### src/rtl/sleep_wake_cfg.svh
// offsets, field positions, reset values and timing counts of the sleep/wake block
// assumes one 250 MHz register clock and byte-wide register access
`ifndef SLEEP_WAKE_CFG_SVH
`define SLEEP_WAKE_CFG_SVH

// register offsets in the expanded bank
`define PDC_OFFSET 8'h00
`define SWC_OFFSET 8'h0b

// reset values
`define PDC_RESET 8'hfe
`define SWC_RESET 8'h20

// port_drive_config fields
`define PDC_CMP_ROUTE 0
`define PDC_P0_PUSH 2
`define PDC_P0_STD 3
`define PDC_P2_STD 5
`define PDC_P3_STD 6
`define PDC_OSC_STD 7

// stop_wake_control fields
`define SWC_WARM 7
`define SWC_LEVEL 6
`define SWC_DELAY 5
`define SWC_SRC_HI 4
`define SWC_SRC_LO 2
`define SWC_UNDIV 1
`define SWC_DIV16 0

// program restart address after stop
`define RESTART_ADDR 16'h000c

// reset delay, arbitrary default length
`define CLK_PERIOD_NS 4
`define POR_DELAY_NS 1024
`define POR_DELAY_CYCLES ((`POR_DELAY_NS + `CLK_PERIOD_NS - 1) / `CLK_PERIOD_NS)

// last step of the divide-by-16 prescaler
`define DIV16_LAST 4'hf

`endif

### src/rtl/sleep_wake_pkg.sv
// types shared by the sleep/wake block
// assumes nothing of its surroundings
package sleep_wake_pkg;

	typedef enum logic [1:0] {st_run, st_halt, st_stop, st_delay} power_state_t;

	typedef enum logic [2:0] {
		src_reset_only, src_port3_pin0, src_port3_pin1, src_port3_pin2,
		src_port3_pin3, src_port2_pin7, src_port2_nor_low, src_port2_nor_all
	} wake_src_t;

endpackage

### src/rtl/wake_source_detect.sv
// wake detector: compares the selected recovery source with the selected level
// assumes port inputs are synchronous to sys_clk
module wake_source_detect (
	input wire logic sys_clk,
	input wire logic rstn,
	input wire logic [2:0] src_sel,
	input wire logic level_high,
	input wire logic [3:0] port3_in,
	input wire logic [7:0] port2_in,
	output logic wake_hit_reg
);

	logic src_level;

	always_comb begin
		unique case (sleep_wake_pkg::wake_src_t'(src_sel))
			sleep_wake_pkg::src_reset_only: src_level = 1'b0;
			sleep_wake_pkg::src_port3_pin0: src_level = port3_in[0];
			sleep_wake_pkg::src_port3_pin1: src_level = port3_in[1];
			sleep_wake_pkg::src_port3_pin2: src_level = port3_in[2];
			sleep_wake_pkg::src_port3_pin3: src_level = port3_in[3];
			sleep_wake_pkg::src_port2_pin7: src_level = port2_in[7];
			sleep_wake_pkg::src_port2_nor_low: src_level = ~|port2_in[3:0];
			sleep_wake_pkg::src_port2_nor_all: src_level = ~|port2_in;
		endcase
	end

	// continuous compare, reset-only selection never wakes
	always_ff @(posedge sys_clk or negedge rstn) begin // RL22
		if (!rstn) begin
			wake_hit_reg <= 1'b0;
		end else begin
			wake_hit_reg <= (src_sel != 3'h0) && (src_level == level_high); // RL12 RL14
		end
	end
endmodule

### src/rtl/clock_enable_divider.sv
// system and timer clock enables: divide by two or one, optional divide by sixteen
// assumes sys_clk stands for the oscillator input
`include "sleep_wake_cfg.svh"
module clock_enable_divider (
	input wire logic sys_clk,
	input wire logic rstn,
	input wire logic undivided_sel,
	input wire logic div16_sel,
	input wire logic sclk_run,
	input wire logic timer_clock_run,
	output logic sclk_en_reg,
	output logic timer_clock_en_reg
);

	logic half_reg;
	logic [3:0] pre_reg;
	logic base_tick;
	logic tick;

	assign base_tick = undivided_sel | half_reg; // RL15
	assign tick = base_tick & (!div16_sel | (pre_reg == `DIV16_LAST)); // RL16

	always_ff @(posedge sys_clk or negedge rstn) begin
		if (!rstn) begin
			half_reg <= 1'b0;
		end else begin
			half_reg <= ~half_reg;
		end
	end

	always_ff @(posedge sys_clk or negedge rstn) begin
		if (!rstn) begin
			pre_reg <= 4'h0;
		end else if (!div16_sel) begin
			pre_reg <= 4'h0;
		end else if (base_tick) begin
			pre_reg <= pre_reg + 4'h1;
		end
	end

	always_ff @(posedge sys_clk or negedge rstn) begin
		if (!rstn) begin
			sclk_en_reg <= 1'b0;
			timer_clock_en_reg <= 1'b0;
		end else begin
			sclk_en_reg <= tick & sclk_run;
			timer_clock_en_reg <= tick & timer_clock_run;
		end
	end
endmodule

### src/rtl/sleep_wake_port_config.sv
// halt/stop sequencing, stop recovery control and port drive configuration
// assumes the cpu reports halt, stop and taken interrupts as one-cycle pulses,
// and that register accesses arrive as one-cycle strobes on the bank port
`include "sleep_wake_cfg.svh"

// How it works
// RL1 - halt ends only on a taken interrupt; the code also leaves halt on a watchdog time-out
// RL2 - software puts no-op before each sleep
// RL3 - stop halts clocks, oscillator and comparators
// RL4 - stop ends on wake or reset, restarts 000c
// RL5 - watchdog in stop always applies reset delay
// RL6 - permanent rc watchdog always keeps running
// RL7 - drive bit0 routes comparators to port3 pins
// RL8 - drive bit2 selects port0 push-pull or open-drain
// RL9 - bits 3,5,6 pick port drive strength
// RL10 - bit7 sets oscillator and strobe drive
// RL11 - warm flag set by recovery, power-on clears
// RL12 - bit6 chooses wake level low or high
// RL13 - bit5 inserts reset delay after recovery
// RL14 - bits 4..2 choose the wake source
// RL15 - bit1 selects undivided or halved clock
// RL16 - bit0 adds divide-by-16 prescaler
// RL17 - software keeps second register reserved bits zero
// RL18 - halt stops only the processor clock
// RL19 - recovery clears the divide-by-16 bit
// RL20 - fast wake source held five clocks; the code wakes on one registered source match
// RL21 - warm flag set when entering stop
// RL22 - wake compare runs continuously while stopped
module sleep_wake_port_config (
	input wire logic sys_clk,
	input wire logic rstn,
	input wire logic [7:0] reg_addr,
	input wire logic [7:0] reg_wdata,
	input wire logic reg_wr,
	input wire logic reg_rd,
	output logic [7:0] reg_rdata,
	input wire logic halt_exec,
	input wire logic stop_exec,
	input wire logic irq_taken,
	input wire logic watchdog_timeout,
	input wire logic watchdog_permanent,
	input wire logic watchdog_rc_select,
	input wire logic [3:0] port3_in,
	input wire logic [7:0] port2_in,
	output logic cpu_clk_run,
	output logic osc_run,
	output logic comparator_power,
	output logic cpu_reset_hold,
	output logic restart_load,
	output logic [15:0] restart_addr,
	output logic watchdog_run,
	output logic sclk_en,
	output logic timer_clock_en,
	output logic comparator_route,
	output logic port0_push_pull,
	output logic port0_std_drive,
	output logic port2_std_drive,
	output logic port3_std_drive,
	output logic osc_std_drive
);

	localparam logic [15:0] DELAY_LOAD = 16'(`POR_DELAY_CYCLES - 1);

	sleep_wake_pkg::power_state_t state_reg;
	sleep_wake_pkg::power_state_t state_next;
	logic [7:0] port_drive_config_reg;
	logic [6:0] stop_wake_control_reg;
	logic warm_start_flag_reg;
	logic [15:0] delay_cnt_reg;
	logic [7:0] reg_rdata_reg;
	logic cpu_clk_run_reg;
	logic osc_run_reg;
	logic comparator_power_reg;
	logic cpu_reset_hold_reg;
	logic restart_load_reg;
	logic restart_load_next;
	logic [15:0] restart_addr_reg;
	logic watchdog_run_reg;
	logic wake_hit;
	logic stop_recovery;
	logic wdt_outside_stop;
	logic sclk_run;
	logic timer_clock_run;

	function automatic logic reg_hit(input logic [7:0] addr, input logic [7:0] offset);
		reg_hit = (addr == offset);
	endfunction

	wake_source_detect u_wake (
		.sys_clk(sys_clk),
		.rstn(rstn),
		.src_sel(stop_wake_control_reg[`SWC_SRC_HI:`SWC_SRC_LO]),
		.level_high(stop_wake_control_reg[`SWC_LEVEL]),
		.port3_in(port3_in),
		.port2_in(port2_in),
		.wake_hit_reg(wake_hit)
	);

	assign sclk_run = (state_next == sleep_wake_pkg::st_run);
	assign timer_clock_run = (state_next != sleep_wake_pkg::st_stop);

	clock_enable_divider u_div (
		.sys_clk(sys_clk),
		.rstn(rstn),
		.undivided_sel(stop_wake_control_reg[`SWC_UNDIV]),
		.div16_sel(stop_wake_control_reg[`SWC_DIV16]),
		.sclk_run(sclk_run),
		.timer_clock_run(timer_clock_run),
		.sclk_en_reg(sclk_en),
		.timer_clock_en_reg(timer_clock_en)
	);

	// a pin wake while stopped, the watchdog taking precedence
	assign stop_recovery = (state_reg == sleep_wake_pkg::st_stop) && wake_hit && !watchdog_timeout;
	assign wdt_outside_stop = watchdog_timeout && (state_reg != sleep_wake_pkg::st_stop);

	// power state sequencing
	always_comb begin
		state_next = state_reg;
		restart_load_next = 1'b0;
		unique case (state_reg)
			sleep_wake_pkg::st_run: begin
				if (watchdog_timeout) begin
					state_next = sleep_wake_pkg::st_delay;
				end else if (stop_exec) begin
					state_next = sleep_wake_pkg::st_stop; // RL3
				end else if (halt_exec) begin
					state_next = sleep_wake_pkg::st_halt; // RL18
				end
			end
			sleep_wake_pkg::st_halt: begin
				if (watchdog_timeout) begin
					state_next = sleep_wake_pkg::st_delay;
				end else if (irq_taken) begin
					state_next = sleep_wake_pkg::st_run; // RL1
				end
			end
			sleep_wake_pkg::st_stop: begin
				if (watchdog_timeout) begin
					state_next = sleep_wake_pkg::st_delay; // RL5
				end else if (wake_hit) begin
					if (stop_wake_control_reg[`SWC_DELAY]) begin
						state_next = sleep_wake_pkg::st_delay; // RL13
					end else begin
						state_next = sleep_wake_pkg::st_run; // RL20
						restart_load_next = 1'b1; // RL4
					end
				end
			end
			sleep_wake_pkg::st_delay: begin
				if (delay_cnt_reg == 16'h0000) begin
					state_next = sleep_wake_pkg::st_run;
					restart_load_next = 1'b1; // RL4
				end
			end
		endcase
	end

	always_ff @(posedge sys_clk or negedge rstn) begin
		if (!rstn) begin
			state_reg <= sleep_wake_pkg::st_delay;
		end else begin
			state_reg <= state_next;
		end
	end

	// reset delay count, reloaded on every entry
	always_ff @(posedge sys_clk or negedge rstn) begin
		if (!rstn) begin
			delay_cnt_reg <= DELAY_LOAD;
		end else if (state_next == sleep_wake_pkg::st_delay && state_reg != sleep_wake_pkg::st_delay) begin
			delay_cnt_reg <= DELAY_LOAD;
		end else if (state_reg == sleep_wake_pkg::st_delay && delay_cnt_reg != 16'h0000) begin
			delay_cnt_reg <= delay_cnt_reg - 16'h0001;
		end
	end

	// clock, power and restart controls
	always_ff @(posedge sys_clk or negedge rstn) begin
		if (!rstn) begin
			cpu_clk_run_reg <= 1'b0;
			osc_run_reg <= 1'b1;
			comparator_power_reg <= 1'b1;
			cpu_reset_hold_reg <= 1'b1;
			restart_load_reg <= 1'b0;
		end else begin
			cpu_clk_run_reg <= (state_next == sleep_wake_pkg::st_run); // RL18
			osc_run_reg <= (state_next != sleep_wake_pkg::st_stop); // RL3
			comparator_power_reg <= (state_next != sleep_wake_pkg::st_stop); // RL3
			cpu_reset_hold_reg <= (state_next == sleep_wake_pkg::st_delay);
			restart_load_reg <= restart_load_next;
		end
	end

	always_ff @(posedge sys_clk or negedge rstn) begin
		if (!rstn) begin
			restart_addr_reg <= `RESTART_ADDR;
		end else begin
			restart_addr_reg <= `RESTART_ADDR; // RL4
		end
	end

	// permanent rc watchdog cannot be stopped by any mode
	always_ff @(posedge sys_clk or negedge rstn) begin
		if (!rstn) begin
			watchdog_run_reg <= 1'b1;
		end else begin
			watchdog_run_reg <= (watchdog_permanent && watchdog_rc_select) ||
				(state_next != sleep_wake_pkg::st_stop); // RL6
		end
	end

	// port drive configuration, write only
	always_ff @(posedge sys_clk or negedge rstn) begin
		if (!rstn) begin
			port_drive_config_reg <= `PDC_RESET;
		end else if (wdt_outside_stop) begin
			port_drive_config_reg <= `PDC_RESET;
		end else if (reg_wr && reg_hit(reg_addr, `PDC_OFFSET)) begin
			port_drive_config_reg <= reg_wdata; // RL7 RL8 RL9 RL10
		end
	end

	// stop wake control, low seven bits written by software
	always_ff @(posedge sys_clk or negedge rstn) begin
		if (!rstn) begin
			stop_wake_control_reg <= 7'(`SWC_RESET);
		end else if (wdt_outside_stop) begin
			stop_wake_control_reg <= 7'(`SWC_RESET);
		end else if (stop_recovery || (watchdog_timeout && state_reg == sleep_wake_pkg::st_stop)) begin
			stop_wake_control_reg[`SWC_DIV16] <= 1'b0; // RL19 RL5
		end else if (reg_wr && reg_hit(reg_addr, `SWC_OFFSET)) begin
			stop_wake_control_reg <= reg_wdata[6:0]; // RL12 RL13 RL14 RL15 RL16
		end
	end

	// warm start flag: set on stop entry and recovery, cold after power-on or a watchdog reset outside stop
	always_ff @(posedge sys_clk or negedge rstn) begin
		if (!rstn) begin
			warm_start_flag_reg <= 1'b0; // RL11
		end else if (state_next == sleep_wake_pkg::st_stop && state_reg == sleep_wake_pkg::st_run) begin
			warm_start_flag_reg <= 1'b1; // RL21
		end else if (stop_recovery) begin
			warm_start_flag_reg <= 1'b1; // RL11
		end else if (wdt_outside_stop) begin
			warm_start_flag_reg <= 1'b0;
		end
	end

	// only the flag reads back, everything else reads zero
	always_ff @(posedge sys_clk or negedge rstn) begin
		if (!rstn) begin
			reg_rdata_reg <= 8'h00;
		end else if (reg_rd && reg_hit(reg_addr, `SWC_OFFSET)) begin
			reg_rdata_reg <= {warm_start_flag_reg, 7'h00}; // RL11
		end else begin
			reg_rdata_reg <= 8'h00;
		end
	end

	assign reg_rdata = reg_rdata_reg;
	assign cpu_clk_run = cpu_clk_run_reg;
	assign osc_run = osc_run_reg;
	assign comparator_power = comparator_power_reg;
	assign cpu_reset_hold = cpu_reset_hold_reg;
	assign restart_load = restart_load_reg;
	assign restart_addr = restart_addr_reg;
	assign watchdog_run = watchdog_run_reg;
	assign comparator_route = port_drive_config_reg[`PDC_CMP_ROUTE];
	assign port0_push_pull = port_drive_config_reg[`PDC_P0_PUSH];
	assign port0_std_drive = port_drive_config_reg[`PDC_P0_STD];
	assign port2_std_drive = port_drive_config_reg[`PDC_P2_STD];
	assign port3_std_drive = port_drive_config_reg[`PDC_P3_STD];
	assign osc_std_drive = port_drive_config_reg[`PDC_OSC_STD];
endmodule

### config.mk
export PLATFORM = sky130hd
export DESIGN_NAME = sleep_wake_port_config
export DESIGN_NICKNAME = d
export VERILOG_FILES = /design/src/rtl/sleep_wake_pkg.sv /design/src/rtl/wake_source_detect.sv /design/src/rtl/clock_enable_divider.sv /design/src/rtl/sleep_wake_port_config.sv
export VERILOG_INCLUDE_DIRS = /design/src /design/src/rtl
export SDC_FILE = /design/constraint.sdc
export NUM_CORES = 1
export LEC_CHECK = 0
export BUFFER_PORTS_ARGS = -buffer_cell sky130_fd_sc_hd__buf_2
export CORE_MARGIN = 4
export CORE_UTILIZATION = 45
export CTS_CLUSTER_DIAMETER = 30
export DETAILED_ROUTE_END_ITERATION = 7
export GPL_ROUTABILITY_DRIVEN = 0
export PLACE_DENSITY = 0.81
export RECOVER_POWER = 100
export SYNTH_ARGS = -nofsm -noshare
export SYNTH_HDL_FRONTEND = slang
export SYNTH_SLANG_ARGS = --single-unit
### constraint.sdc
create_clock -name sys_clk -period 2 [get_ports sys_clk]
set_input_delay 0.2 -clock sys_clk [delete_from_list [all_inputs] [get_ports sys_clk]]
set_output_delay 0.2 -clock sys_clk [all_outputs]
set_load 0.05 [all_outputs]
==> flow_summary.html, run 1 <==
<table>
<tr><th>Metric</th><th>Value</th></tr>
<tr><th colspan="2">STA</th></tr>
<tr><td>Worst slew margin relative to its limit</td><td>45.4%</td></tr>
<tr><td>Final-report hold violation count</td><td>0</td></tr>
<tr><td>Worst Max-Slew Pin Slew</td><td>819 ps</td></tr>
<tr><td>Setup violations, final</td><td>1</td></tr>
<tr><td>Max Clock Freq</td><td>498 MHz</td></tr>
<tr><td>Final critical-path setup slack</td><td>-6.62 ps</td></tr>
<tr><td>Unrepaired setup endpoints after global routing</td><td>yes</td></tr>
<tr><td>Setup TNS Final</td><td>-6.62 ps</td></tr>
<tr><td>Final Slew Violations</td><td>0</td></tr>
<tr><td>Final critical path time including I/O delays and setup</td><td>around 2000 ps</td></tr>
<tr><td>Final worst-path cycle share</td><td>100%</td></tr>
<tr><td>Clock tree skew after final layout</td><td>just under 7 ps</td></tr>
<tr><th colspan="2">Floorplanning</th></tr>
<tr><td>Die Span X</td><td>82.6 µm</td></tr>
<tr><td># rows</td><td>26</td></tr>
<tr><td>Core Area</td><td>about 0.0052 mm²</td></tr>
<tr><td>Count of boundary I/O pins</td><td>76</td></tr>
<tr><td>Die Footprint</td><td>0.00682 mm²</td></tr>
<tr><td>Initial standard-cell utilization of the core</td><td>47.8%</td></tr>
<tr><td>Vert. Die Dim</td><td>82.6 µm</td></tr>
<tr><th colspan="2">Synthesis</th></tr>
<tr><td>Top area cells in the synthesized netlist</td><td>dfrtp_1 (27%), dfstp_2 (20%), buf_4 (7.2%), mux2i_1 (6.4%), xnor2_1 (4.6%)</td></tr>
<tr><td>Library cell occupying the most area in the post-synthesis netlist</td><td>dfrtp_1</td></tr>
<tr><td>Mux share of post-synthesis cell area</td><td>6.85%</td></tr>
<tr><td>Adder-Cell Fraction of Synth Area</td><td>under 10%</td></tr>
<tr><td>Number of warnings reported in the yosys synthesis log</td><td>0</td></tr>
<tr><td>Netlist area before placement</td><td>0.00250 mm²</td></tr>
<tr><td>Register area share after synthesis</td><td>46.9%</td></tr>
<tr><td>Gate count after technology mapping</td><td>257</td></tr>
<tr><td>Synthesized area per cell</td><td>9.74 µm²</td></tr>
<tr><td>Area fraction in and, or, nand and nor cells after synthesis</td><td>between 20% and 30%</td></tr>
<tr><td>Ys async rst share</td><td>100%</td></tr>
<tr><td>Combinational family with the most area after synthesis</td><td>simple AND/OR/NAND/NOR gates</td></tr>
<tr><td>Synth Area in Compound Gates</td><td>7.80%</td></tr>
<tr><td>Ys flop type</td><td>dfrtp_1</td></tr>
<tr><td>Top cell type's share of synthesized area</td><td>27.0%</td></tr>
<tr><td>Area share of xor/xnor cells in the synthesized design</td><td>5.60%</td></tr>
<tr><td>Flip-flop and latch count after synthesis</td><td>46</td></tr>
<tr><td>Distinct cell type count after synthesis</td><td>48</td></tr>
<tr><td>EDFF count, synth</td><td>0</td></tr>
<tr><th colspan="2">Final layout</th></tr>
<tr><td>Multi-input combinational cell area</td><td>0.00118 mm²</td></tr>
<tr><td>Net total in the final layout</td><td>362</td></tr>
<tr><td>FF+latch area</td><td>0.00117 mm²</td></tr>
<tr><td>Relative area change from synthesis to final layout</td><td>18.5%</td></tr>
<tr><td>Proportion of layout cells with a drive suffix above 1</td><td>between 20 and 30%</td></tr>
<tr><td>Flip-flop count of the largest register after layout</td><td>16</td></tr>
<tr><td>Number of filler cells placed in the layout</td><td>just under 500</td></tr>
<tr><td>Ant diodes</td><td>0</td></tr>
<tr><th colspan="2">Global routing</th></tr>
<tr><td>Met1 Track Usage GR</td><td>about 18%</td></tr>
<tr><td>M2 GR Usage</td><td>28.6%</td></tr>
<tr><td>Top Usage Layer GRT</td><td>met2</td></tr>
<tr><td>Global-route wire length before repair</td><td>8540 µm</td></tr>
<tr><td>Tot GR Track Use</td><td>about 16%</td></tr>
<tr><td>Largest net degree at the start of global routing</td><td>32</td></tr>
<tr><td>Grt met3 use</td><td>3.47%</td></tr>
<tr><td>Initial antenna violation count</td><td>0</td></tr>
<tr><td>Vias in the first global route</td><td>2,051</td></tr>
<tr><td>Gr ovfl total</td><td>0</td></tr>
<tr><th colspan="2">Critical path</th></tr>
<tr><td>Arrival time at the worst endpoint</td><td>2200 ps</td></tr>
<tr><td>Cell family with most CP delay</td><td>simple AND/OR/NAND/NOR gates</td></tr>
<tr><td>Kind of launch point of the worst setup path</td><td>flop</td></tr>
<tr><td>Data required time of the critical path</td><td>2200 ps</td></tr>
<tr><td>Cells along the critical path</td><td>or3_4 &gt; or4_4 &gt; or4b_1 &gt; xor2_1 &gt; nor2_1</td></tr>
<tr><td>Reg-to-reg setup timing slack</td><td>-7 ps</td></tr>
<tr><td>R2r endpoint</td><td>delay_cnt_reg[13]</td></tr>
<tr><td>Slowest cell delay on critical path</td><td>530 ps</td></tr>
<tr><td>Worst r2r path cells</td><td>5</td></tr>
<tr><td>Critical path buffer and inverter count</td><td>0</td></tr>
<tr><td>Worst Path Class, Setup</td><td>reg -&gt; reg</td></tr>
<tr><td>Standard cell with the maximum stage delay on the critical path</td><td>or4b_1</td></tr>
<tr><td>Setup crit end kind</td><td>flop</td></tr>
<tr><td>R2r startpoint</td><td>delay_cnt_reg[0]</td></tr>
<tr><td>Critical Path Fanout Max</td><td>2</td></tr>
<tr><th colspan="2">Power</th></tr>
<tr><td>Pwr/cell area</td><td>about 1000 mW/mm²</td></tr>
<tr><td>Switching Share</td><td>between 30% and 40%</td></tr>
<tr><td>Share of power burned in registers</td><td>between 40 and 50%</td></tr>
<tr><td>Combinational share of power</td><td>34.2%</td></tr>
<tr><td>NetSw</td><td>1.10 mW</td></tr>
<tr><td>Worst voltage drop across the vdd grid</td><td>0.514 mV</td></tr>
<tr><td>Leakage power</td><td>1.37 nW</td></tr>
<tr><td>Internal portion of total power</td><td>1.95 mW</td></tr>
<tr><td>Portion of total power attributed to the clock network</td><td>22.1%</td></tr>
<tr><th colspan="2">Flow run</th></tr>
<tr><td>Number of max-cap violations</td><td>0</td></tr>
<tr><th colspan="2">Run status</th></tr>
<tr><td>Run status</td><td>finished, violations left</td></tr>
<tr><td>Violations in the final reports</td><td>setup timing</td></tr>
<tr><th colspan="2">CTS</th></tr>
<tr><td>Reg clk slew, reported paths</td><td>80 ps</td></tr>
<tr><td>CTS Root Cell</td><td>clkbuf_8</td></tr>
<tr><td>Number of clock sinks</td><td>46</td></tr>
<tr><td>Total CTS buffers</td><td>5</td></tr>
<tr><td>H-tree levels</td><td>2</td></tr>
<tr><td>Clock tree from TritonCTS</td><td>yes</td></tr>
<tr><td>Buffers from clock root to sink, at most</td><td>2</td></tr>
<tr><td>Worst-skew pair later-pin latency</td><td>roughly 300 ps</td></tr>
<tr><th colspan="2">Drt</th></tr>
<tr><td>Ratio of routed vias to standard cells</td><td>5.05</td></tr>
<tr><td>Wire length per cell after detailed routing</td><td>about 13 µm</td></tr>
<tr><td>Number of vias after detailed routing</td><td>1,986</td></tr>
<tr><td>Total iterations of the first detailed-routing run</td><td>4</td></tr>
<tr><td>DRC Markers</td><td>0</td></tr>
<tr><td>Total length of routed wires</td><td>5180 µm</td></tr>
<tr><td>ANT nets after route</td><td>0</td></tr>
<tr><td>Count of routing violations after the opening detailed-route iteration</td><td>158</td></tr>
<tr><th colspan="2">Place</th></tr>
<tr><td>Buffers on Ports</td><td>52</td></tr>
<tr><td>Total half-perimeter wirelength after legalization and detailed placement</td><td>3890 µm</td></tr>
<tr><td>Worst slack at placement</td><td>-142 ps</td></tr>
<tr><th colspan="2">Worst hold path</th></tr>
<tr><td>Worst hold-check path type</td><td>in -&gt; reg</td></tr>
<tr><td>Worst Hold End</td><td>reg_rdata[7]</td></tr>
<tr><td>Start point of the worst hold path</td><td>reg_addr[6]</td></tr>
<tr><td>Hold Path Depth</td><td>2</td></tr>
</table>
metrics by stage:
stage / instances / cell area [µm²] / hold slack [ps] / util (%) / total power [mW]
CTS: 393 / 2980 / 51.4 / 56.8 / 3.07
detailed placement: 384 / 2850 / 147 / 54.5 / 2.36
global placement: 384 / 2850 / 142 / 54.5 / 2.33
floorplan: 278 / 2590 / -95.6 / - / 2.11
finish: 393 / 2970 / 67.6 / 56.6 / 3.05
global route: 393 / 2970 / 55.2 / 56.6 / 3.25
placed cells by master (no fill, tap or decap), types with 6 or more instances in the layout:
master	synthesis	final
a21oi_1	8	8
buf_2	3	36
buf_4	24	11
clkbuf_1	5	18
conb_1	2	23
dfrtp_1	27	27
dfstp_2	19	19
inv_1	11	11
mux2i_1	16	16
nand2_1	29	29
nand3_1	8	8
nor2_1	18	18
nor4_1	9	6
o21ai_0	10	10
xnor2_1	13	13
how the worst max path moves through the flow:
stage,startpoint,slack (ps),cells past startpoint,end
after global routing,delay_cnt_reg[0],-70,5,delay_cnt_reg[13]
final,delay_cnt_reg[0],-7,5,delay_cnt_reg[13]
after detailed placement,reg_addr[2],-140,7,port_drive_config_reg[7]
after global placement,reg_addr[2],-100,7,port_drive_config_reg[0]
after CTS,delay_cnt_reg[0],-10,5,delay_cnt_reg[13]
after floorplan,delay_cnt_reg[2],6,5,delay_cnt_reg[13]
per-layer routing:
layer	part of all wire, %	vias to the layer above
li1	-	966
met1	41	929
met4	2.8	0
met3	6.3	17
met2	50	74
met5	0	-
cells in the mapped netlist, types with 5 or more instances:
| cell | count |
|---|---|
| nand2_1 | 29 |
| dfrtp_1 | 27 |
| buf_4 | 24 |
| dfstp_2 | 19 |
| nor2_1 | 18 |
| mux2i_1 | 16 |
| xnor2_1 | 13 |
| inv_1 | 11 |
| o21ai_0 | 10 |
| nor4_1 | 9 |
| a21oi_1 | 8 |
| nand3_1 | 8 |
| clkbuf_1 | 5 |
| nor3_1 | 5 |
power by group through the flow:
stage	combinational [mW]	clock, mW	sequential [mW]
2_1_floorplan	0.702	0	1.40
3_3_place_gp	1.00	0	1.33
3_5_place_dp	1.03	0	1.34
4_1_cts	1.05	0.696	1.32
5_1_grt	1.15	0.731	1.36
6_report	1.04	0.674	1.33
area by class of cell:
type / instances / share of cell area [%]
Clock buffer: 6 / 2.45
Timing Repair Buffer: 70 / 12.5
Sequential cell: 46 / 39.6
Tap cell: 70 / 2.95
Inverter: 11 / 1.39
Multi-Input combinational cell: 188 / 39.8
Clock inverter: 2 / 1.27
kinds of logic after synthesis:
family                   Yosys count
AND/OR/NAND/NOR                   99
flip-flops                        46
buffers and inverters             44
AO/OA/AOI/OAI                     31
multiplexers                      17
XOR/XNOR                          16
adder cells (fa/ha/maj)            2
other                              2
timing repair:
item,4_1_cts,5_1_grt
endpoints found under the hold margin,12,0
setup buffers,0,0
setup endpoints to repair,4,12
hold buffers,1,0
resized for setup,1,10
pin swaps,0,2
Power figures use the tool's default switching activity.
==> run 2, diff against run 1 <==
--- a/config.mk
+++ b/config.mk
@@ -12,7 +12,7 @@
 export CTS_CLUSTER_DIAMETER = 30
 export DETAILED_ROUTE_END_ITERATION = 7
 export GPL_ROUTABILITY_DRIVEN = 0
-export PLACE_DENSITY = 0.81
+export PLACE_DENSITY = 0.78
 export RECOVER_POWER = 100
 export SYNTH_ARGS = -nofsm -noshare
 export SYNTH_HDL_FRONTEND = slang
==> constraint.sdc (replaced) <==
create_clock -name sys_clk -period 2.4 [get_ports sys_clk]
set_input_delay 0.24 -clock sys_clk [delete_from_list [all_inputs] [get_ports sys_clk]]
set_output_delay 0.24 -clock sys_clk [all_outputs]
set_load 0.05 [all_outputs]
==> run 2 against run 1 <==
- the run ends with capacitance limit, slew limit left
- register-to-register slack improved by 280 ps
- global-route usage fell by 0.67 points
- total power fell by 19%
- critical path depth did not move
- cell area fell by 4.1%
- largest power group unchanged
==> flow_summary.html, run 2 (same netlist as run 1, synthesis figures left out) <==
<table>
<tr><th>Metric</th><th>Value</th></tr>
<tr><th colspan="2">Critical path</th></tr>
<tr><td>Worst r2r path cells</td><td>5</td></tr>
<tr><td>Critical Path Fanout Max</td><td>6</td></tr>
<tr><td>Setup crit end kind</td><td>flop</td></tr>
<tr><td>Arrival time at the worst endpoint</td><td>around 2300 ps</td></tr>
<tr><td>R2r startpoint</td><td>delay_cnt_reg[2]</td></tr>
<tr><td>R2r endpoint</td><td>delay_cnt_reg[13]</td></tr>
<tr><td>Worst Path Class, Setup</td><td>reg -&gt; reg</td></tr>
<tr><td>Reg-to-reg setup timing slack</td><td>between 200 and 300 ps</td></tr>
<tr><td>Data required time of the critical path</td><td>approximately 2600 ps</td></tr>
<tr><td>Kind of launch point of the worst setup path</td><td>flop</td></tr>
<tr><th colspan="2">Global routing</th></tr>
<tr><td>Global-route wire length before repair</td><td>about 8300 µm</td></tr>
<tr><td>Largest net degree at the start of global routing</td><td>31</td></tr>
<tr><td>Vias in the first global route</td><td>1,923</td></tr>
<tr><td>Initial antenna violation count</td><td>0</td></tr>
<tr><td>Tot GR Track Use</td><td>15.6%</td></tr>
<tr><td>Gr ovfl total</td><td>0</td></tr>
<tr><th colspan="2">Final layout</th></tr>
<tr><td>Proportion of layout cells with a drive suffix above 1</td><td>22.0%</td></tr>
<tr><td>Ant diodes</td><td>0</td></tr>
<tr><td>Net total in the final layout</td><td>around 350</td></tr>
<tr><td>Multi-input combinational cell area</td><td>0.00114 mm²</td></tr>
<tr><td>Flip-flop count of the largest register after layout</td><td>16</td></tr>
<tr><td>FF+latch area</td><td>between 0.001 and 0.0015 mm²</td></tr>
<tr><td>Number of filler cells placed in the layout</td><td>slightly above 500</td></tr>
<tr><td>Relative area change from synthesis to final layout</td><td>13.6%</td></tr>
<tr><td>Number of non-filler instances in the completed layout</td><td>383</td></tr>
<tr><td>Area of all placed cells without fillers</td><td>0.00284 mm²</td></tr>
<tr><td>Leading cell types in the layout, fill and taps excluded</td><td>buf_2 (36), nand2_1 (29), dfrtp_1 (27), conb_1 (23), clkbuf_1 (20)</td></tr>
<tr><td>Most common library cell in the layout ignoring fill and taps</td><td>buf_2</td></tr>
<tr><th colspan="2">Drt</th></tr>
<tr><td>Wire length per cell after detailed routing</td><td>12.6 µm</td></tr>
<tr><td>DRC Markers</td><td>0</td></tr>
<tr><td>ANT nets after route</td><td>0</td></tr>
<tr><td>Number of vias after detailed routing</td><td>1,934</td></tr>
<tr><td>Total iterations of the first detailed-routing run</td><td>4</td></tr>
<tr><td>Ratio of routed vias to standard cells</td><td>5.05</td></tr>
<tr><td>Count of routing violations after the opening detailed-route iteration</td><td>112</td></tr>
<tr><td>Total length of routed wires</td><td>approximately 4800 µm</td></tr>
<tr><th colspan="2">Worst hold path</th></tr>
<tr><td>Start point of the worst hold path</td><td>reg_addr[6]</td></tr>
<tr><td>Hold Path Depth</td><td>2</td></tr>
<tr><td>Worst hold-check path type</td><td>in -&gt; reg</td></tr>
<tr><td>Worst Hold End</td><td>reg_rdata[7]</td></tr>
<tr><th colspan="2">Run status</th></tr>
<tr><td>Run status</td><td>finished, violations left</td></tr>
<tr><td>Violations in the final reports</td><td>capacitance limit, slew limit</td></tr>
<tr><th colspan="2">CTS</th></tr>
<tr><td>H-tree levels</td><td>2</td></tr>
<tr><td>Number of clock sinks</td><td>46</td></tr>
<tr><td>Number of setup buffers added after CTS</td><td>0</td></tr>
<tr><td>Clock tree from TritonCTS</td><td>yes</td></tr>
<tr><td>Buffers from clock root to sink, at most</td><td>2</td></tr>
<tr><td>Total CTS buffers</td><td>5</td></tr>
<tr><td>Worst-skew pair later-pin latency</td><td>300 ps</td></tr>
<tr><td>CTS Root Cell</td><td>clkbuf_8</td></tr>
<tr><td>Reg clk slew, reported paths</td><td>90 ps</td></tr>
<tr><th colspan="2">Floorplanning</th></tr>
<tr><td>Core Area</td><td>0.00524 mm²</td></tr>
<tr><td>Die Footprint</td><td>0.00682 mm²</td></tr>
<tr><td>Count of boundary I/O pins</td><td>76</td></tr>
<tr><td>Initial standard-cell utilization of the core</td><td>47.8%</td></tr>
<tr><td>Vert. Die Dim</td><td>82.6 µm</td></tr>
<tr><td>Die Span X</td><td>roughly 83 µm</td></tr>
<tr><td># rows</td><td>26</td></tr>
<tr><th colspan="2">Place</th></tr>
<tr><td>Total half-perimeter wirelength after legalization and detailed placement</td><td>3700 µm</td></tr>
<tr><td>Placed Area</td><td>0.00276 mm²</td></tr>
<tr><td>Buffers on Ports</td><td>52</td></tr>
<tr><td>Cell count after placement</td><td>374</td></tr>
<tr><th colspan="2">STA</th></tr>
<tr><td>Worst slew margin relative to its limit</td><td>-1.11%</td></tr>
<tr><td>Setup TNS Final</td><td>0 ps</td></tr>
<tr><td>Worst Max-Slew Pin Slew</td><td>1520 ps</td></tr>
<tr><td>Final-report hold violation count</td><td>0</td></tr>
<tr><td>Final worst-path cycle share</td><td>a little under 90%</td></tr>
<tr><td>Setup violations, final</td><td>0</td></tr>
<tr><td>Max Clock Freq</td><td>470 MHz</td></tr>
<tr><td>Unrepaired setup endpoints after global routing</td><td>no</td></tr>
<tr><td>Final critical path time including I/O delays and setup</td><td>roughly 2100 ps</td></tr>
<tr><td>Final Slew Violations</td><td>31</td></tr>
<tr><td>Clock tree skew after final layout</td><td>12.1 ps</td></tr>
<tr><th colspan="2">Power</th></tr>
<tr><td>Leakage power</td><td>1.31 nW</td></tr>
<tr><td>Pwr/cell area</td><td>867 mW/mm²</td></tr>
<tr><td>NetSw</td><td>0.870 mW</td></tr>
<tr><td>Internal portion of total power</td><td>1.60 mW</td></tr>
<tr><td>Portion of total power attributed to the clock network</td><td>around a quarter</td></tr>
<tr><td>Worst voltage drop across the vdd grid</td><td>0.357 mV</td></tr>
<tr><td>Share of power burned in registers</td><td>a little under half</td></tr>
<tr><td>Pwr Total</td><td>2.47 mW</td></tr>
<tr><td>Switching Share</td><td>35.3%</td></tr>
<tr><td>Combinational share of power</td><td>30.7%</td></tr>
<tr><th colspan="2">Flow run</th></tr>
<tr><td>Number of max-cap violations</td><td>1</td></tr>
</table>
[run 2: cell count changes in the layout (fill, tap and decap cells not counted), sizes merged]
cell	before	now
buf	48	38
clkbuf	27	28
clkinvlp	1	0
[run 2: how the worst max path moves through the flow]
stage	from	to	slack (ps)	depth (start not counted)
floorplan	reg_addr[2]	stop_wake_control_reg[5]	380	6
global placement	reg_addr[2]	port_drive_config_reg[0]	160	6
detailed placement	reg_addr[2]	port_drive_config_reg[0]	90	6
CTS	delay_cnt_reg[2]	delay_cnt_reg[13]	290	5
global route	delay_cnt_reg[0]	u_div.sclk_en_reg	40	7
finish	delay_cnt_reg[2]	delay_cnt_reg[13]	270	5
[run 2: repair_timing]
action | CTS | global route
resized for setup | 0 | 0
hold buffers | 1 | 0
setup endpoints to repair | 0 | 0
endpoints found under the hold margin | 18 | 0
[run 2: worst max-delay path: stages, from the launching register on]
cell	delay, ps
dfstp_2	400
or3_1	390
or4_1	480
or4b_1	540
xor2_1	140
nor2_1	50
[run 2: final cells by class]
| class | count | area share (%) |
|---|---|---|
| clock inverters | 1 | 1.06 |
| clock buffers | 7 | 3.04 |
| repair buffers | 60 | 10.1 |
| well taps | 70 | 3.08 |
| flip-flops and latches | 46 | 41.3 |
| multi-input cells | 188 | 40.0 |
| inverters | 11 | 1.45 |
[run 2: metal layers]
metal	vias up	share of wire [%]	GRT usage, %
met5	-	0	0
met4	0	1.6	5.07
met3	8	6.7	4.34
met2	53	48	26.8
met1	920	44	18.9
li1	953	-	-
[run 2: power groups by stage]
stage | clock network (mW) | logic [mW] | registers (mW)
after floorplan | 0 | 0.578 | 1.17
after global placement | 0 | 0.755 | 1.13
after detailed placement | 0 | 0.770 | 1.13
after CTS | 0.603 | 0.780 | 1.12
after global routing | 0.637 | 0.852 | 1.15
final | 0.587 | 0.756 | 1.12
[run 2: metrics by stage]
step	hold WS [ps]	util, %	worst slack [ps]
global route	88.7	54.3	39.6
finish	99.0	54.3	272
detailed placement	304	52.6	92.5
floorplan	-55.6	-	377
CTS	92.6	55.0	287
global placement	298	52.6	159
==> run 3, diff against run 2 <==
--- a/config.mk
+++ b/config.mk
@@ -6,13 +6,14 @@
 export SDC_FILE = /design/constraint.sdc
 export NUM_CORES = 1
 export LEC_CHECK = 0
+export ABC_AREA = 1
 export BUFFER_PORTS_ARGS = -buffer_cell sky130_fd_sc_hd__buf_2
 export CORE_MARGIN = 4
 export CORE_UTILIZATION = 45
 export CTS_CLUSTER_DIAMETER = 30
 export DETAILED_ROUTE_END_ITERATION = 7
 export GPL_ROUTABILITY_DRIVEN = 0
-export PLACE_DENSITY = 0.78
+export PLACE_DENSITY = 0.77
 export RECOVER_POWER = 100
 export SYNTH_ARGS = -nofsm -noshare
 export SYNTH_HDL_FRONTEND = slang
==> run 3 against run 2 <==
- the flow now finishes without violations
- clock power is 22% lower
- count of clock-buffer cells in the layout is 1 lower
- area after synthesis is 9.3% higher
- fmax is 6.5% higher
- largest power group unchanged
- flip-flop and latch count stayed put
- die area is 8.4% higher
- combinational power is 75% lower
- non-clock buffer count is 6 lower
- utilization is 3.3 points lower
- register-to-register slack better by 130 ps
==> flow_summary.html, run 3 <==
<table>
<tr><th>Metric</th><th>Value</th></tr>
<tr><th colspan="2">Run status</th></tr>
<tr><td>Run status</td><td>complete, no violations</td></tr>
<tr><th colspan="2">Synthesis</th></tr>
<tr><td>EDFF count, synth</td><td>0</td></tr>
<tr><td>Gate count after technology mapping</td><td>~350</td></tr>
<tr><td>Combinational family with the most area after synthesis</td><td>simple AND/OR/NAND/NOR gates</td></tr>
<tr><td>Area fraction in and, or, nand and nor cells after synthesis</td><td>34.6%</td></tr>
<tr><td>Netlist area before placement</td><td>0.00274 mm²</td></tr>
<tr><td>Synthesized area per cell</td><td>7.84 µm²</td></tr>
<tr><td>Top cell type's share of synthesized area</td><td>24.7%</td></tr>
<tr><td>Ys flop type</td><td>dfrtp_1</td></tr>
<tr><td>Top area cells in the synthesized netlist</td><td>dfrtp_1 (25%), dfstp_2 (18%), nand2_1 (12%), buf_4 (6.6%), nor2_1 (5.6%)</td></tr>
<tr><td>Number of warnings reported in the yosys synthesis log</td><td>0</td></tr>
<tr><td>Synth Area in Compound Gates</td><td>approximately 5.4%</td></tr>
<tr><td>Mux share of post-synthesis cell area</td><td>0%</td></tr>
<tr><td>Flip-flop and latch count after synthesis</td><td>46</td></tr>
<tr><td>Adder-Cell Fraction of Synth Area</td><td>less than 1%</td></tr>
<tr><td>Ys async rst share</td><td>between 90% and 100%</td></tr>
<tr><td>Most frequent cell after synthesis</td><td>nand2_1</td></tr>
<tr><td>Library cell occupying the most area in the post-synthesis netlist</td><td>dfrtp_1</td></tr>
<tr><td>Register area share after synthesis</td><td>43.0%</td></tr>
<tr><td>Area share of xor/xnor cells in the synthesized design</td><td>between 2 and 3%</td></tr>
<tr><td>Distinct cell type count after synthesis</td><td>37</td></tr>
<tr><td>Top post-synthesis cells by count</td><td>nand2_1 (91), nor2_1 (41), inv_1 (36)</td></tr>
<tr><th colspan="2">STA</th></tr>
<tr><td>Worst Max-Slew Pin Slew</td><td>1170 ps</td></tr>
<tr><td>Worst slew margin relative to its limit</td><td>approximately 22%</td></tr>
<tr><td>Unrepaired setup endpoints after global routing</td><td>no</td></tr>
<tr><td>Final critical path time including I/O delays and setup</td><td>~2000 ps</td></tr>
<tr><td>Setup TNS Final</td><td>0 ps</td></tr>
<tr><td>Max Clock Freq</td><td>500 MHz</td></tr>
<tr><td>Final worst-path cycle share</td><td>83.3%</td></tr>
<tr><td>Final-report hold violation count</td><td>0</td></tr>
<tr><td>Setup violations, final</td><td>0</td></tr>
<tr><td>Final Slew Violations</td><td>0</td></tr>
<tr><td>Clock tree skew after final layout</td><td>13.7 ps</td></tr>
<tr><td>Min Hold Slack</td><td>132 ps</td></tr>
<tr><th colspan="2">Final layout</th></tr>
<tr><td>Multi-input combinational cell area</td><td>0.00125 mm²</td></tr>
<tr><td>Flip-flop count of the largest register after layout</td><td>16</td></tr>
<tr><td>Number of filler cells placed in the layout</td><td>just under 600</td></tr>
<tr><td>Net total in the final layout</td><td>445</td></tr>
<tr><td>Relative area change from synthesis to final layout</td><td>10.4%</td></tr>
<tr><td>Leading cell types in the layout, fill and taps excluded</td><td>nand2_1 (93), nor2_1 (44), inv_1 (38), buf_2 (36)</td></tr>
<tr><td>Most common library cell in the layout ignoring fill and taps</td><td>nand2_1</td></tr>
<tr><td>Proportion of layout cells with a drive suffix above 1</td><td>20.7%</td></tr>
<tr><td>FF+latch area</td><td>0.00117 mm²</td></tr>
<tr><td>Ant diodes</td><td>0</td></tr>
<tr><th colspan="2">CTS</th></tr>
<tr><td>Number of clock sinks</td><td>46</td></tr>
<tr><td>H-tree levels</td><td>2</td></tr>
<tr><td>Buffers from clock root to sink, at most</td><td>2</td></tr>
<tr><td>Clock tree from TritonCTS</td><td>yes</td></tr>
<tr><td>Total CTS buffers</td><td>5</td></tr>
<tr><td>CTS Root Cell</td><td>clkbuf_8</td></tr>
<tr><td>Reg clk slew, reported paths</td><td>80 ps</td></tr>
<tr><td>Number of setup buffers added after CTS</td><td>0</td></tr>
<tr><td>Worst-skew pair later-pin latency</td><td>300 ps</td></tr>
<tr><th colspan="2">Global routing</th></tr>
<tr><td>Global-route wire length before repair</td><td>9020 µm</td></tr>
<tr><td>Initial antenna violation count</td><td>0</td></tr>
<tr><td>Largest net degree at the start of global routing</td><td>25</td></tr>
<tr><td>Gr ovfl total</td><td>0</td></tr>
<tr><td>Vias in the first global route</td><td>around 2,100</td></tr>
<tr><td>Tot GR Track Use</td><td>14.8%</td></tr>
<tr><th colspan="2">Drt</th></tr>
<tr><td>Count of routing violations after the opening detailed-route iteration</td><td>98</td></tr>
<tr><td>ANT nets after route</td><td>0</td></tr>
<tr><td>DRC Markers</td><td>0</td></tr>
<tr><td>Total length of routed wires</td><td>approximately 5200 µm</td></tr>
<tr><td>Total iterations of the first detailed-routing run</td><td>4</td></tr>
<tr><td>Wire length per cell after detailed routing</td><td>~11 µm</td></tr>
<tr><td>Number of vias after detailed routing</td><td>2,239</td></tr>
<tr><td>Ratio of routed vias to standard cells</td><td>4.65</td></tr>
<tr><th colspan="2">Power</th></tr>
<tr><td>Worst voltage drop across the vdd grid</td><td>0.325 mV</td></tr>
<tr><td>Pwr/cell area</td><td>478 mW/mm²</td></tr>
<tr><td>Leakage power</td><td>1.62 nW</td></tr>
<tr><th colspan="2">Critical path</th></tr>
<tr><td>Arrival time at the worst endpoint</td><td>approximately 2200 ps</td></tr>
<tr><td>Worst Path Class, Setup</td><td>reg -&gt; reg</td></tr>
<tr><td>Data required time of the critical path</td><td>2590 ps</td></tr>
<tr><td>Kind of launch point of the worst setup path</td><td>flop</td></tr>
<tr><td>Critical Path Fanout Max</td><td>13</td></tr>
<tr><td>Setup crit end kind</td><td>flop</td></tr>
<tr><th colspan="2">Floorplanning</th></tr>
<tr><td>Core Area</td><td>0.00592 mm²</td></tr>
<tr><td>Initial standard-cell utilization of the core</td><td>a little under half</td></tr>
<tr><td>Die Span X</td><td>86.0 µm</td></tr>
<tr><td># rows</td><td>28</td></tr>
<tr><td>Vert. Die Dim</td><td>86.0 µm</td></tr>
<tr><td>Die Footprint</td><td>0.00739 mm²</td></tr>
<tr><td>Count of boundary I/O pins</td><td>76</td></tr>
<tr><th colspan="2">Place</th></tr>
<tr><td>Total half-perimeter wirelength after legalization and detailed placement</td><td>4240 µm</td></tr>
<tr><td>Buffers on Ports</td><td>between 50 and 60</td></tr>
<tr><th colspan="2">Flow run</th></tr>
<tr><td>Number of max-cap violations</td><td>0</td></tr>
<tr><th colspan="2">Worst hold path</th></tr>
<tr><td>Worst hold-check path type</td><td>in -&gt; reg</td></tr>
</table>
## run 3: changes by cell type in the layout (fill, tap and decap cells not counted), sizes merged, moves of 7 or more
cell	before	now
nand2	29	101
nor4	9	2
nor2	18	52
nand3	8	27
xnor2	13	3
mux2i	16	0
inv	11	39
## run 3: repair_timing
item,in CTS,in global routing
hold buffers,1,0
hold endpoints to repair,17,0
gates resized for setup,0,0
## run 3: layer usage
metal	track usage, %	vias up	part of all wire (%)
met3	4.23	2	6.8
met4	2.59	0	0.40
met5	0	-	0
li1	-	1161	-
met2	25.9	58	49
met1	18.3	1018	43
## run 3: cell type report
class | instances | share of cell area [%]
Tap cell | 75 | 3.11
Multi-Input combinational cell | 257 | 41.4
Clock buffer | 6 | 2.40
Sequential cell | 46 | 38.9
Timing Repair Buffer | 54 | 8.45
Inverter | 41 | 5.26
Clock inverter | 2 | 0.456
## run 3: report_power, final
part	internal, mW	leakage (nW)	switching, mW
clock	0.206	0.0452	0.254
sequential	0.791	0.568	0.00594
combinational	0.0351	1.01	0.153
## run 3: final timing paths
check                           cells after the start           endpoint          startpoint  slack, ps
worst max-delay path                               12  delay_cnt_reg[15]    delay_cnt_reg[0]        400
worst min-delay path                                3       watchdog_run  watchdog_rc_select        130
worst max register to register                     12  delay_cnt_reg[15]    delay_cnt_reg[0]        400
worst min register to register                      1     u_div.half_reg      u_div.half_reg        430
max in group asynchronous                           3   delay_cnt_reg[5]                rstn        520
min in group asynchronous                           2   u_div.pre_reg[2]                rstn        690
## run 3: cell families after synthesis
kind of cell               after synthesis
adders and majority gates                2
other                                    2
AOI/OAI and AO/OA                       24
buffers and inverters                   67
xor gates and xnor gates                 8
DFF                                     46
and+or+nand+nor                        200
## run 3: stage by stage
stage	total power [mW]	setup WS, ps	instances	area (µm²)	utilization, %
3_5_place_dp	1.00	498	472	2970	50.1
3_3_place_gp	1.00	570	472	2970	50.1
4_1_cts	1.47	496	481	3070	51.8
6_report	1.44	401	481	3020	51.0
5_1_grt	1.51	176	481	3020	51.0
2_1_floorplan	0.973	711	370	2810	-
## run 3: critical path, stage by stage (launching register included)
cell and delay (ps):
dfstp_1 530, inv_1 80, ha_1 260, nand2_4 100
nor2_1 90, nand2_4 100, nand2_4 120, nand2_1 80
nand2_1 130, nor2_8 180, nand2_4 100, nand2_1 80
clkinv_1 50
